===== config.mk =====
export PLATFORM = sky130hd
export DESIGN_NAME = asp_top
export DESIGN_NICKNAME = d
export VERILOG_FILES = /design/src/verilog/asp_pkg.sv /design/src/verilog/asp_top.sv
export VERILOG_INCLUDE_DIRS = /design/src /design/src/verilog
export SDC_FILE = /design/constraint.sdc
export NUM_CORES = 1
export LEC_CHECK = 0
export ABC_AREA = 1
export BUFFER_PORTS_ARGS = -buffer_cell sky130_fd_sc_hd__buf_2
export CAP_MARGIN = 5
export CORE_MARGIN = 1.5
export CORE_UTILIZATION = 55
export DETAILED_ROUTE_END_ITERATION = 16
export GPL_TIMING_DRIVEN = 0
export PLACE_DENSITY_LB_ADDON = 0.08
export RECOVER_POWER = 100
export REMOVE_ABC_BUFFERS = 1
export SLEW_MARGIN = 25
export SYNTH_ARGS = -nofsm -noshare
export SYNTH_HDL_FRONTEND = slang
export SYNTH_SLANG_ARGS = --single-unit

===== constraint.sdc =====
create_clock -name CLK_SYS -period 3.7 [get_ports CLK_SYS]
set_input_delay 0.37 -clock CLK_SYS [delete_from_list [all_inputs] [get_ports CLK_SYS]]
set_output_delay 0.37 -clock CLK_SYS [all_outputs]
set_load 0.01 [all_outputs]

===== src/verilog/asp_defs.svh =====
// Purpose: constants of the addressed serial command port
// Assumes: 25 MHz system clock, APB byte addresses
// Notes: field layouts live in asp_pkg as packed structs
`ifndef ASP_DEFS_SVH
`define ASP_DEFS_SVH
`define ASP_CLK_HZ 25000000
`define ASP_OFS_CTRL 8'h00
`define ASP_OFS_STAT 8'h04
`define ASP_OFS_RXD 8'h08
`define ASP_OFS_TXD 8'h0C
`define ASP_CTRL_RST 21'h000014
`define ASP_BAUD_0 300
`define ASP_BAUD_1 1200
`define ASP_BAUD_2 2400
`define ASP_BAUD_3 4800
`define ASP_BAUD_4 9600
`define ASP_BAUD_5 19200
`define ASP_BAUD_6 38400
`define ASP_BAUD_7 57600
`define ASP_BAUD_8 115200
`define ASP_SEL_9600 4'h4
`define ASP_CH_HASH 8'h23
`define ASP_CH_CR 8'h0D
`define ASP_CH_LF 8'h0A
`define ASP_CH_ZERO 8'h30
`define ASP_DEC 8'h0A
`define ASP_HUND 8'h64
`define ASP_PFX_LEN 3'h4
`define ASP_ADDR_DIGITS 2'h3
`endif


===== src/verilog/asp_pkg.sv =====
// Purpose: types of the addressed serial command port
// Assumes: included constants from asp_defs.svh
// Notes: none
package asp_pkg;
	typedef enum logic [1:0] {ASP_PAR_NONE = 2'h0, ASP_PAR_EVEN = 2'h1, ASP_PAR_ODD = 2'h2} asp_par_e;
	typedef enum logic [1:0] {ASP_TERM_CRLF = 2'h0, ASP_TERM_LF = 2'h1, ASP_TERM_CR = 2'h2} asp_term_e;
	typedef enum logic [3:0] {ASP_R_START = 4'h1, ASP_R_ADDR = 4'h2, ASP_R_BODY = 4'h4,
		ASP_R_SKIP = 4'h8} asp_rxf_e;
	typedef struct packed {
		logic enable;
		logic [7:0] station;
		logic half_duplex;
		logic multidrop;
		asp_term_e term;
		asp_par_e parity;
		logic stop2;
		logic eight;
		logic [3:0] baud;
	} asp_ctrl_s;
	typedef struct packed {
		logic overrun;
		logic frame_err;
		logic parity_err;
		logic cmd_done;
		logic tx_full;
		logic tx_busy;
		logic rx_valid;
	} asp_stat_s;
endpackage


===== src/verilog/asp_top.sv =====
// Purpose: addressed serial command port, APB slave with shared UART
// Assumes: APB3 master, async line inputs synchronised here
// Notes: one receive and one transmit holding register, no FIFO
//
// Decided for this implementation: the address map and the APB slave port.
`timescale 1ns/1ps
`include "asp_defs.svh"
module asp_top
(
	// clock and reset
	input wire logic CLK_SYS,
	input wire logic RST_N,
	// apb slave
	input wire logic PSEL,
	input wire logic PENABLE,
	input wire logic PWRITE,
	input wire logic [7:0] PADDR,
	input wire logic [31:0] PWDATA,
	output logic [31:0] PRDATA,
	output logic PREADY,
	output logic PSLVERR,
	// point-to-point pins
	input wire logic RXD,
	output logic TXD,
	// multi-drop pins, receive pair and driven pair
	input wire logic RX485,
	output logic TX485,
	output logic TX485_OE_N
);
	asp_pkg::asp_ctrl_s ctrl;
	asp_pkg::asp_stat_s stat;
	asp_pkg::asp_rxf_e rxf;
	logic pready;
	logic rxd_m, rxd_s, r485_m, r485_s, rx_prev;
	logic [16:0] rx_cnt, tx_cnt;
	logic [3:0] rx_idx, tx_idx;
	logic [11:0] rx_sh, tx_frame;
	logic rx_busy, tx_busy, tx_pend, tx_sof, prev_cr;
	logic [7:0] rx_data, tx_hold;
	logic [2:0] tx_pfx;
	logic [1:0] dig;

	function automatic logic [16:0] asp_div(input logic [3:0] sel);
		case (sel)
			4'h0: asp_div = 17'(`ASP_CLK_HZ / `ASP_BAUD_0);
			4'h1: asp_div = 17'(`ASP_CLK_HZ / `ASP_BAUD_1);
			4'h2: asp_div = 17'(`ASP_CLK_HZ / `ASP_BAUD_2);
			4'h3: asp_div = 17'(`ASP_CLK_HZ / `ASP_BAUD_3);
			4'h4: asp_div = 17'(`ASP_CLK_HZ / `ASP_BAUD_4);
			4'h5: asp_div = 17'(`ASP_CLK_HZ / `ASP_BAUD_5);
			4'h6: asp_div = 17'(`ASP_CLK_HZ / `ASP_BAUD_6);
			4'h7: asp_div = 17'(`ASP_CLK_HZ / `ASP_BAUD_7);
			default: asp_div = 17'(`ASP_CLK_HZ / `ASP_BAUD_8);
		endcase
	endfunction

	// k = 0 hundreds, 1 tens, 2 units; always three characters
	function automatic logic [7:0] asp_digit(input logic [7:0] a, input logic [1:0] k);
		case (k)
			2'h0: asp_digit = `ASP_CH_ZERO + a / `ASP_HUND;
			2'h1: asp_digit = `ASP_CH_ZERO + (a / `ASP_DEC) % `ASP_DEC;
			default: asp_digit = `ASP_CH_ZERO + a % `ASP_DEC;
		endcase
	endfunction

	function automatic logic [11:0] asp_frame(input logic [7:0] d, input asp_pkg::asp_ctrl_s c);
		logic [11:0] f;
		f = 12'hFFF;
		f[0] = 1'b0;
		for (int i = 0; i < 8; i++)
			if (i < 7 || c.eight)
				f[i + 1] = d[i];
		if (c.parity != asp_pkg::ASP_PAR_NONE)
			f[c.eight ? 9 : 8] = (^(d & {c.eight, 7'h7F})) ^ (c.parity == asp_pkg::ASP_PAR_ODD);
		asp_frame = f;
	endfunction

	// selection and decoding
	wire [16:0] bit_div = asp_div(ctrl.baud);
	wire has_par = ctrl.parity != asp_pkg::ASP_PAR_NONE;
	wire [3:0] rx_nb = 4'h2 + (ctrl.eight ? 4'h8 : 4'h7) + {3'h0, has_par};
	wire [3:0] tx_nb = rx_nb + {3'h0, ctrl.stop2};
	wire rx_line = ctrl.multidrop ? r485_s : rxd_s;
	wire rx_mute = ctrl.multidrop & ctrl.half_duplex & tx_busy;
	wire rx_start = ctrl.enable & ~rx_busy & ~rx_mute & rx_prev & ~rx_line;
	wire rx_tick = rx_busy & (rx_cnt == 17'h0);
	// >= keeps a frame ending even if the format shrinks mid-character
	wire rx_done = rx_tick & (rx_idx >= rx_nb - 4'h1);
	wire [7:0] rx_ch = {ctrl.eight & rx_sh[8], rx_sh[7:1]};
	wire rx_pbit = ctrl.eight ? rx_sh[9] : rx_sh[8];
	wire rx_perr = has_par & (rx_pbit != ((^rx_ch) ^ (ctrl.parity == asp_pkg::ASP_PAR_ODD)));
	wire rx_ferr = ~rx_line;
	wire is_lf = rx_ch == `ASP_CH_LF;
	wire is_cr = rx_ch == `ASP_CH_CR;
	wire rx_end = (ctrl.term == asp_pkg::ASP_TERM_CR) ? is_cr :
		(ctrl.term == asp_pkg::ASP_TERM_LF) ? is_lf : (is_lf & prev_cr);
	wire rx_ok = rx_done & ~rx_ferr;
	wire addr_hit = rx_ch == asp_digit(ctrl.station, dig);
	wire rx_push = rx_ok & (rxf == asp_pkg::ASP_R_BODY | (rxf == asp_pkg::ASP_R_START &
		~ctrl.multidrop));
	wire cmd_end = rx_ok & rx_end & (rxf == asp_pkg::ASP_R_BODY | (rxf == asp_pkg::ASP_R_START &
		~ctrl.multidrop));
	// prefix goes out ahead of the first body character of each multi-drop response
	wire tx_load = ctrl.enable & ~tx_busy & tx_pend;
	wire tx_pfx_now = ctrl.multidrop & tx_sof & (tx_pfx != `ASP_PFX_LEN);
	wire [7:0] tx_ch = ~tx_pfx_now ? tx_hold : (tx_pfx == 3'h0) ? `ASP_CH_HASH :
		asp_digit(ctrl.station, tx_pfx[1:0] - 2'h1);
	wire tx_last = tx_hold == ((ctrl.term == asp_pkg::ASP_TERM_CR) ? `ASP_CH_CR : `ASP_CH_LF);
	wire tx_tick = tx_busy & (tx_cnt == 17'h0);
	wire acc = PSEL & PENABLE & pready;
	wire wr = acc & PWRITE;
	wire rd_rx = acc & ~PWRITE & (PADDR == `ASP_OFS_RXD);
	wire hit = PADDR == `ASP_OFS_CTRL | PADDR == `ASP_OFS_STAT | PADDR == `ASP_OFS_RXD |
		PADDR == `ASP_OFS_TXD;
	wire [31:0] next_prdata = (PADDR == `ASP_OFS_CTRL) ? {11'h0, ctrl} :
		(PADDR == `ASP_OFS_STAT) ? {25'h0, stat} :
		(PADDR == `ASP_OFS_RXD) ? {24'h0, rx_data} : 32'h0;
	wire stat_w1c = wr & (PADDR == `ASP_OFS_STAT);
	wire ctrl_wr = wr & (PADDR == `ASP_OFS_CTRL);

	// apb: one wait state, answer registered
	always_ff @(posedge CLK_SYS)
	begin
		if (!RST_N)
		begin
			pready <= 1'b0;
			PRDATA <= 32'h0;
			PSLVERR <= 1'b0;
		end
		else
		begin
			pready <= PSEL & PENABLE & ~pready;
			PRDATA <= next_prdata;
			PSLVERR <= PSEL & PENABLE & ~pready & ~hit;
		end
	end
	assign PREADY = pready;

	always_ff @(posedge CLK_SYS)
	begin
		if (!RST_N)
			ctrl <= `ASP_CTRL_RST;
		else if (wr & (PADDR == `ASP_OFS_CTRL))
			ctrl <= PWDATA[20:0];
	end

	// first flops read only by the second
	always_ff @(posedge CLK_SYS)
	begin
		if (!RST_N)
			{rxd_m, rxd_s, r485_m, r485_s, rx_prev} <= 5'h1F;
		else
			{rxd_m, rxd_s, r485_m, r485_s, rx_prev} <= {RXD, rxd_m, RX485, r485_m, rx_line};
	end

	// receiver: sample at mid-bit, first stop bit checked
	always_ff @(posedge CLK_SYS)
	begin
		if (!RST_N)
		begin
			rx_busy <= 1'b0;
			rx_cnt <= 17'h0;
			rx_idx <= 4'h0;
			rx_sh <= 12'h0;
		end
		else if (rx_start)
		begin
			rx_busy <= 1'b1;
			rx_cnt <= {1'b0, bit_div[16:1]};
			rx_idx <= 4'h0;
		end
		else if (rx_tick)
		begin
			rx_sh[rx_idx] <= rx_line;
			rx_idx <= rx_idx + 4'h1;
			rx_cnt <= bit_div - 17'h1;
			rx_busy <= ~rx_done & ~(rx_idx == 4'h0 & rx_line);
		end
		else if (rx_busy)
			rx_cnt <= rx_cnt - 17'h1;
	end

	// command framing and address filter
	always_ff @(posedge CLK_SYS)
	begin
		if (!RST_N)
		begin
			rxf <= asp_pkg::ASP_R_START;
			dig <= 2'h0;
			prev_cr <= 1'b0;
		end
		else if (ctrl_wr)
		begin
			// new setting: stale half-command must not leak into the new mode
			rxf <= asp_pkg::ASP_R_START;
			prev_cr <= 1'b0;
		end
		else if (rx_ok)
		begin
			prev_cr <= is_cr;
			case (rxf)
				asp_pkg::ASP_R_START:
					if (!ctrl.multidrop)
						rxf <= rx_end ? asp_pkg::ASP_R_START : asp_pkg::ASP_R_BODY;
					else if (rx_ch == `ASP_CH_HASH)
					begin
						rxf <= asp_pkg::ASP_R_ADDR;
						dig <= 2'h0;
					end
					else if (!rx_end)
						rxf <= asp_pkg::ASP_R_SKIP;
				asp_pkg::ASP_R_ADDR:
				begin
					dig <= dig + 2'h1;
					if (rx_end)
						rxf <= asp_pkg::ASP_R_START;
					else if (!addr_hit)
						rxf <= asp_pkg::ASP_R_SKIP;
					else if (dig == `ASP_ADDR_DIGITS - 2'h1)
						rxf <= asp_pkg::ASP_R_BODY;
				end
				asp_pkg::ASP_R_BODY:
					if (rx_end)
						rxf <= asp_pkg::ASP_R_START;
				asp_pkg::ASP_R_SKIP:
					if (rx_end)
						rxf <= asp_pkg::ASP_R_START;
				default:
					rxf <= asp_pkg::ASP_R_START;
			endcase
		end
	end

	// status: hardware set wins over software clear
	always_ff @(posedge CLK_SYS)
	begin
		if (!RST_N)
		begin
			stat <= 7'h0;
			rx_data <= 8'h0;
		end
		else
		begin
			stat.rx_valid <= rx_push | (stat.rx_valid & ~rd_rx);
			stat.tx_busy <= tx_busy;
			stat.tx_full <= tx_pend;
			stat.cmd_done <= cmd_end | (stat.cmd_done & ~(stat_w1c & PWDATA[3]));
			stat.parity_err <= (rx_ok & rx_perr) | (stat.parity_err & ~(stat_w1c & PWDATA[4]));
			stat.frame_err <= (rx_done & rx_ferr) | (stat.frame_err & ~(stat_w1c & PWDATA[5]));
			stat.overrun <= (rx_push & stat.rx_valid & ~rd_rx) |
				(stat.overrun & ~(stat_w1c & PWDATA[6]));
			if (rx_push)
				rx_data <= rx_ch;
		end
	end

	// transmitter with automatic address prefix
	always_ff @(posedge CLK_SYS)
	begin
		if (!RST_N)
		begin
			tx_busy <= 1'b0;
			tx_pend <= 1'b0;
			tx_hold <= 8'h0;
			tx_sof <= 1'b1;
			tx_pfx <= 3'h0;
			tx_cnt <= 17'h0;
			tx_idx <= 4'h0;
			tx_frame <= 12'hFFF;
		end
		else
		begin
			if (tx_load)
			begin
				tx_busy <= 1'b1;
				tx_cnt <= bit_div - 17'h1;
				tx_idx <= 4'h0;
				tx_frame <= asp_frame(tx_ch, ctrl);
				tx_pfx <= tx_pfx_now ? tx_pfx + 3'h1 : (tx_last ? 3'h0 : tx_pfx);
				tx_sof <= tx_pfx_now | tx_last;
			end
			else if (tx_tick)
			begin
				tx_cnt <= bit_div - 17'h1;
				tx_idx <= tx_idx + 4'h1;
				tx_frame <= {1'b1, tx_frame[11:1]};
				tx_busy <= tx_idx < tx_nb - 4'h1;
			end
			else if (tx_busy)
				tx_cnt <= tx_cnt - 17'h1;
			if (tx_load & ~tx_pfx_now)
				tx_pend <= 1'b0;
			else if (wr & (PADDR == `ASP_OFS_TXD) & ~tx_pend)
			begin
				tx_pend <= 1'b1;
				tx_hold <= PWDATA[7:0];
			end
			// a new setting starts a fresh response, prefix first
			if (ctrl_wr)
			begin
				tx_sof <= 1'b1;
				tx_pfx <= 3'h0;
			end
		end
	end

	// only the selected mode drives its pins
	always_ff @(posedge CLK_SYS)
	begin
		if (!RST_N)
		begin
			TXD <= 1'b1;
			TX485 <= 1'b1;
			TX485_OE_N <= 1'b1;
		end
		else
		begin
			TXD <= ctrl.multidrop | ~tx_busy | tx_frame[0];
			TX485 <= ~ctrl.multidrop | ~tx_busy | tx_frame[0];
			TX485_OE_N <= ~(ctrl.multidrop & (~ctrl.half_duplex | tx_busy));
		end
	end

	AST_P2P_TX485_QUIET: assert property (@(posedge CLK_SYS) disable iff (!RST_N)
		!ctrl.multidrop ##1 !ctrl.multidrop |-> TX485 && TX485_OE_N)
		else $error("multi-drop driver active in point-to-point mode");
	AST_MD_TXD_QUIET: assert property (@(posedge CLK_SYS) disable iff (!RST_N)
		ctrl.multidrop ##1 ctrl.multidrop |-> TXD)
		else $error("point-to-point line driven in multi-drop mode");
	AST_HALF_DRIVE: assert property (@(posedge CLK_SYS) disable iff (!RST_N)
		$past(ctrl.multidrop && ctrl.half_duplex) && !TX485_OE_N |-> $past(tx_busy))
		else $error("half duplex driver on while idle");
	AST_DIV_9600: assert property (@(posedge CLK_SYS) disable iff (!RST_N)
		ctrl.baud == `ASP_SEL_9600 |-> bit_div == 17'(`ASP_CLK_HZ / `ASP_BAUD_4))
		else $error("wrong divisor for 9600 baud");
	AST_FRAME_LEN: assert property (@(posedge CLK_SYS) disable iff (!RST_N)
		tx_load |=> tx_busy && tx_frame[0] == 1'b0 &&
		tx_nb == 4'h9 + {3'h0, ctrl.eight} + {3'h0, has_par} + {3'h0, ctrl.stop2})
		else $error("frame start or length wrong");
	AST_PREFIX_HASH: assert property (@(posedge CLK_SYS) disable iff (!RST_N)
		tx_load && ctrl.multidrop && tx_sof && tx_pfx == 3'h0 |-> tx_ch == `ASP_CH_HASH)
		else $error("response does not open with hash");
	AST_PREFIX_DIGIT: assert property (@(posedge CLK_SYS) disable iff (!RST_N)
		tx_load && tx_pfx_now && tx_pfx == 3'h1 |->
		tx_ch == `ASP_CH_ZERO + ctrl.station / `ASP_HUND)
		else $error("hundreds digit of address wrong");
	AST_DISCARD: assert property (@(posedge CLK_SYS) disable iff (!RST_N)
		rxf == asp_pkg::ASP_R_SKIP |-> !rx_push && !cmd_end)
		else $error("foreign command character delivered");
	AST_TERM_END: assert property (@(posedge CLK_SYS) disable iff (!RST_N)
		cmd_end |-> rx_end ##1 rxf == asp_pkg::ASP_R_START && stat.cmd_done)
		else $error("command end not on terminator");
	COV_MD_CMD: cover property (@(posedge CLK_SYS) cmd_end && ctrl.multidrop);
	COV_SKIP: cover property (@(posedge CLK_SYS) rxf == asp_pkg::ASP_R_SKIP && rx_ok && rx_end);
	COV_PREFIX: cover property (@(posedge CLK_SYS) tx_load && tx_pfx == 3'h3);
endmodule // asp_top


# Word level (Yosys, flattened, before mapping)
# Memories as Yosys holds them, arrays and structs flattened. A register that Yosys moved wholly into a read port is not among the register bits.
# Index checks and enable logic that the tools add are counted.
[classes]
n_reduce_logical = 30
order_cmp = 6
n_div = 4
eq_ne = 25
mux = 67
bitwise_logic = 90
addsub = 16
[ops]
columns = ["operator", "n"]
rows = [
  ["2-to-1 mux 17 bit", 6],
  ["subtractor 17 x 1 -> 17 bit (second input constant)", 3],
  ["bitwise AND 1 bit", 49],
  ["2-to-1 mux 12 bit", 3],
  ["logical NOT 17 bit", 2],
  ["equality test 8 x 4 -> 1 bit (second input constant)", 4],
  ["2-to-1 mux 4 bit", 8],
  ["2-to-1 mux 8 bit", 4],
  ["case mux 8 bit (2 select lines)", 2],
  ["2-to-1 mux 1 bit", 28],
  ["adder 6 x 8 -> 8 bit (first input constant)", 3],
  ["bitwise mux 12 bit", 2],
  ["NOT 1 bit", 23],
  ["2-to-1 mux 21 bit", 1],
  ["2-to-1 mux 3 bit", 6],
  ["remainder unit 8 x 4 -> 8 bit (second input constant)", 2],
  ["2-to-1 mux 16 bit", 1],
  ["XOR reduction 8 bit", 2],
  ["OR 1 bit", 15],
  ["case mux 4 bit (3 select lines)", 1],
  ["nonzero test 2 bit", 6],
  ["less-than comparator 4 x 5 -> 1 bit (second input constant)", 2],
  ["OR reduction 2 bit", 5],
  ["adder 4 x 1 -> 4 bit", 2],
  ["42 further kinds", 58],
]
[word_totals]
out_inout_bits = 37
wordCells = 284
regBits = 166
mem_bits_ro = 128
memories = 1
input_bits = 47
[mem_list]
columns = ["name", "words", "word_bits", "rd", "rd_clocked_by_memory_dff", "write_ports", "line", "text"]
rows = [
  ["(no name shown)", 8, 16, 1, 1, 0, "asp_top.sv:44", "case (sel)"],
]

# Depth between registers and ports, before layout
[logic_depth]
depth_word = 12
depth_mapped = 44
depth_no_buf = 44

# Least setup slack after synthesis
# OpenSTA, ideal clock, no wires.
[synth_path]
path_type = "flip-flop to flip-flop"
from = "reg ctrl[17] in the netlist's numbering"
to = "reg rxf[3]"
setup_ps = 116
n_path_buf = 0
path_slack_ps = 40
required_ps = 3584
period_less_slack_ps = 3660
arrival_time_ps = 3544
path_stages_with_launch = 35
path_cell_list = "dfxtp_1 -> inv_2 -> nand3_1 -> nand2_1 -> inv_2 -> nand2_2 -> nand3_2 -> nand2_2 -> nand2_1 -> nand2_2 -> nand2_4 -> a21oi_4 -> nand2_2 -> nand2_4 -> inv_2 -> a21boi_4 -> nand3_4 -> nand3_1 -> nand2_2 -> ha_1 -> inv_1 -> nand2_1 -> nand2_1 -> nand2_1 -> nand2_1 -> nand2_1 -> nand3_1 -> nand2_2 -> o21ai_1 -> xor2_1 -> nor3_2 -> nand4_2 -> nand2_2 -> nand2_1 -> and3_1"
[synth_via]
elab_chain_len = 8
elab_cells_between_ends = 14
cone_classes = "add/sub (3); div (4); eq/ne (2); mux (4); reduce/logical (1)"
[synth_lines]
columns = ["element", "line", "text"]
rows = [
  ["start: declaration", "asp_top.sv:30", "asp_pkg::asp_ctrl_s ctrl;"],
  ["start signal: assignment", "asp_top.sv:142", "ctrl <= `ASP_CTRL_RST;"],
  ["start signal: assignment", "asp_top.sv:144", "ctrl <= PWDATA[20:0];"],
  ["divider 8 x 4 -> 8 bit (no source line)", "-", ""],
  ["remainder unit 8 x 4 -> 8 bit (no source line)", "-", ""],
  ["adder 6 x 8 -> 8 bit (no source line)", "-", ""],
  ["case mux 8 bit (2 select lines) *", "asp_top.sv:59", "case (k)"],
  ["equality test 8 bit *", "asp_top.sv:98", "wire addr_hit = rx_ch == asp_digit(ctrl.station, dig);"],
  ["2-to-1 mux 4 bit", "asp_top.sv:217", "else if (!addr_hit)"],
  ["2-to-1 mux 4 bit", "asp_top.sv:215", "if (rx_end)"],
  ["case mux 4 bit (3 select lines)", "asp_top.sv:201", "case (rxf)"],
  ["end signal: assignment", "asp_top.sv:204", "rxf <= rx_end ? asp_pkg::ASP_R_START : asp_pkg::ASP_R_BODY;"],
  ["end signal: assignment", "asp_top.sv:216", "rxf <= asp_pkg::ASP_R_START;"],
  ["end signal: assignment", "asp_top.sv:218", "rxf <= asp_pkg::ASP_R_SKIP;"],
  ["end: declaration", "asp_top.sv:32", "asp_pkg::asp_rxf_e rxf;"],
]
# Every way passes the cells marked *; elsewhere a longest branch is shown, timed or not.
# A chain may end at the register's enable or synchronous reset.

# Worst setup path after layout
[layout_path]
from = "reg ctrl[19] in the netlist's numbering"
to = "reg rxf[2]"
# The elaborated chain is that of the path after synthesis.

==> results.tsv <==
metric	value	unit
pwr_density_cell	344.8	nW/um^2
die_h	133.8	microns
layout_common_cells	nand2_1, inv_1, dfxtp_1	
setup_viol	6	
hold_viol_final	0	
drive_gt1_share	19.55	%
critPathMaxStageDelay	0.41	ns
gp_congestion	0.8819	
antenna_found_initial	0	
min_to	r485_m	
worstSetupPathType	reg2reg	
required	4.05	ns
clkTransAtPathRegs	0.06	ns
relSlewSlack	29.05	%
holdWs	0.1237	ns
finClkSkew	0.01053	ns
cts_tree	built	
first_iter_violations	819	
place_area	9851	sq um
first_pass_iters	6	
dieArea	17900	sq um
timing.fmax	239.3	MHz
reg2reg_from	ctrl[19]	
final_cells	1678	
dp_hpwl	17600	microns
cts_buffers	17	
start_util	56.52	%
setup_ws	-0.4792	ns
cp-startpoint	ctrl[19]	
start_kind	register	
grt_pass1_vias	8209	
crit_path_end_kind	register	
grt_remaining_overflow	0	
cts_buffer_depth	2	
min_period_over_period	113.0	%
post-place-ws	-0.9605	ns
rsz0062_at_grt	true	
worstPathMaxFanout	6	
io_buffers	61	
wire_per_inst	15.95	microns
n_antenna_cell	0	
clockRootBuffer	clkbuf_16	
yosys.cell_types.count	56	
fin_setup_tns	-2.367	ns
min_from	RX485	
synth_edf_count	0	
slew_viol_final	0	
tightest_slew	1.055	ns
min_period	4.179	ns
crit_arrival	4.53	ns
core	16640	sq um
dp.cells	1601	
final_area	11600	sq um
vias	9384	
ff2ff_setup_slack	-0.48	ns
min_path_cells	2	
yosys_warnings	0	
grt_max_degree	67	
yosysSeqAreaShare	35.12	%
r2r-end	rxf[2]	
ys_ff_latch	165	
io_pins	84	
numClockSinks	165	
area_growth	23.32	%
clock_latency	0.43	ns
drc	0	
dieWidth	133.8	microns
hold_path_class	in2reg	
drtAntennaViolNets	0	
synth_ff_type	dfxtp_1	
viasPerCell	5.592	
grt_usage	28.46	%
htreeDepth	4	
async_flop_share	0	%
avgSynthCellArea	6.917	sq um
wirelength	26760	microns
p_leak	5.130	nW
vdd_drop_max	0.3249	mV
synth_area	9407	sq um
crit_top_cell	nand2_4	
status	finished with violations	
fin_nets	1534	
holdBufCountCts	0	
violations	setup timing	
cpMaxStageDelayCell	dfxtp_4	
max_cap_violations	0	
layout_commonest_cell	nand2_1	
grt_first_pass_wirelength	40910	microns
synthCells	1360	
row_count	47	
rr_worst_depth	32	
through the flow:
stage               util [%]  power, mW
floorplan                  -      1.853
global placement       58.79      1.896
detailed placement     59.19      1.897
CTS                    65.97      4.015
global route           69.70      4.090
finish                 69.70      4.000
timing repair:
item / CTS / global route
gates cloned: 0 / 0
endpoints found under the hold margin: 0 / 0
buffers inserted: 24 / 23
resized for setup: 63 / 122
endpoints found under the setup margin: 25 / 44
pin swaps: 31 / 63
worst max path at each step:
stage,to,slack (ns)
2_1_floorplan,rxf[3],0.04
3_5_place_dp,stat[3],-0.96
6_report,rxf[2],-0.48
4_1_cts,rxf[3],-0.23
3_3_place_gp,register,-1.57
5_1_grt,rxf[2],-0.70
power breakdown:
group          total, mW  switching (mW)  internal (mW)
clock network       2.14           0.745           1.40
logic             0.0798          0.0560         0.0237
registers           1.78        0.000977           1.78
total               4.00           0.802           3.20
critical path, delay by kind of cell (launching register included):
family | cells | cell delay, ns
buffers and inverters | 3 | 0.30
DFF | 1 | 0.41
AOI/OAI and AO/OA | 6 | 0.91
xor gates and xnor gates | 1 | 0.18
and+or+nand+nor | 22 | 2.30
logic make-up after synthesis:
| group | Yosys count | share of synthesized area [%] |
|---|---|---|
| AO/OA/AOI/OAI | 290 | 18.08 |
| XOR/XNOR | 41 | 3.818 |
| adder cells (fa/ha/maj) | 40 | 5.400 |
| buffers and inverters | 252 | 10.49 |
| flip-flops | 165 | 35.12 |
| multiplexers | 1 | 0.1064 |
| other | 2 | 0.07984 |
| AND/OR/NAND/NOR | 569 | 26.91 |
routing by layer:
| layer | up-vias | GRT usage [%] | part of all wire (%) |
|---|---|---|---|
| met3 | 48 | 4.649 | 6.6 |
| met2 | 358 | 43.73 | 45 |
| met4 | 0 | 9.179 | 2.3 |
| met1 | 4359 | 40.79 | 46 |
| met5 | - | 0 | 0 |
| li1 | 4619 | - | - |
flip-flops by register name (all words and copies together), names as in the netlist, 3 cells and up, named ones only:
name	flops
PRDATA	21
ctrl	21
rx_cnt	17
tx_cnt	17
tx_frame	10
rx_sh	9
rx_data	8
tx_hold	8
stat	7
rx_idx	4
rxf	4
tx_idx	4
tx_pfx	3
area by class of cell:
cell class	instances	area [sq um]
Sequential cell	165	3316
Clock buffer	17	425.4
Tap cell	220	275.3
Multi-Input combinational cell	954	5844
Inverter	198	784.5
Fill cell	1396	5042
Clock inverter	13	280.3
Timing Repair Buffer	111	674.4
synthesized netlist by cell type (3+ instances only):
cell / instances / area [sq um]
a211oi_1: 3 / 22.52
a21oi_1: 100 / 500.5
a221oi_1: 5 / 43.79
a31o_2: 3 / 26.28
a31oi_1: 16 / 100.1
buf_4: 11 / 82.58
clkbuf_1: 41 / 153.9
clkinv_1: 5 / 18.77
dfxtp_1: 165 / 3303
ha_1: 39 / 488.0
inv_1: 184 / 690.7
inv_2: 9 / 33.78
nand2_1: 272 / 1021
nand2_2: 20 / 125.1
nand2_4: 6 / 67.56
nand3_1: 87 / 435.4
nand3_2: 3 / 30.03
nand4_1: 9 / 56.30
nor2_1: 112 / 420.4
nor3_1: 29 / 145.1
nor3b_1: 3 / 22.52
nor4_1: 12 / 75.07
o2111ai_1: 4 / 35.03
o211ai_1: 28 / 210.2
o21ai_0: 95 / 475.5
o21ai_1: 9 / 45.04
o221ai_1: 6 / 52.55
o311ai_0: 3 / 26.28
or2_2: 8 / 50.05
xnor2_1: 14 / 122.6
xor2_1: 27 / 236.5
(Power assumes the default switching activity.)
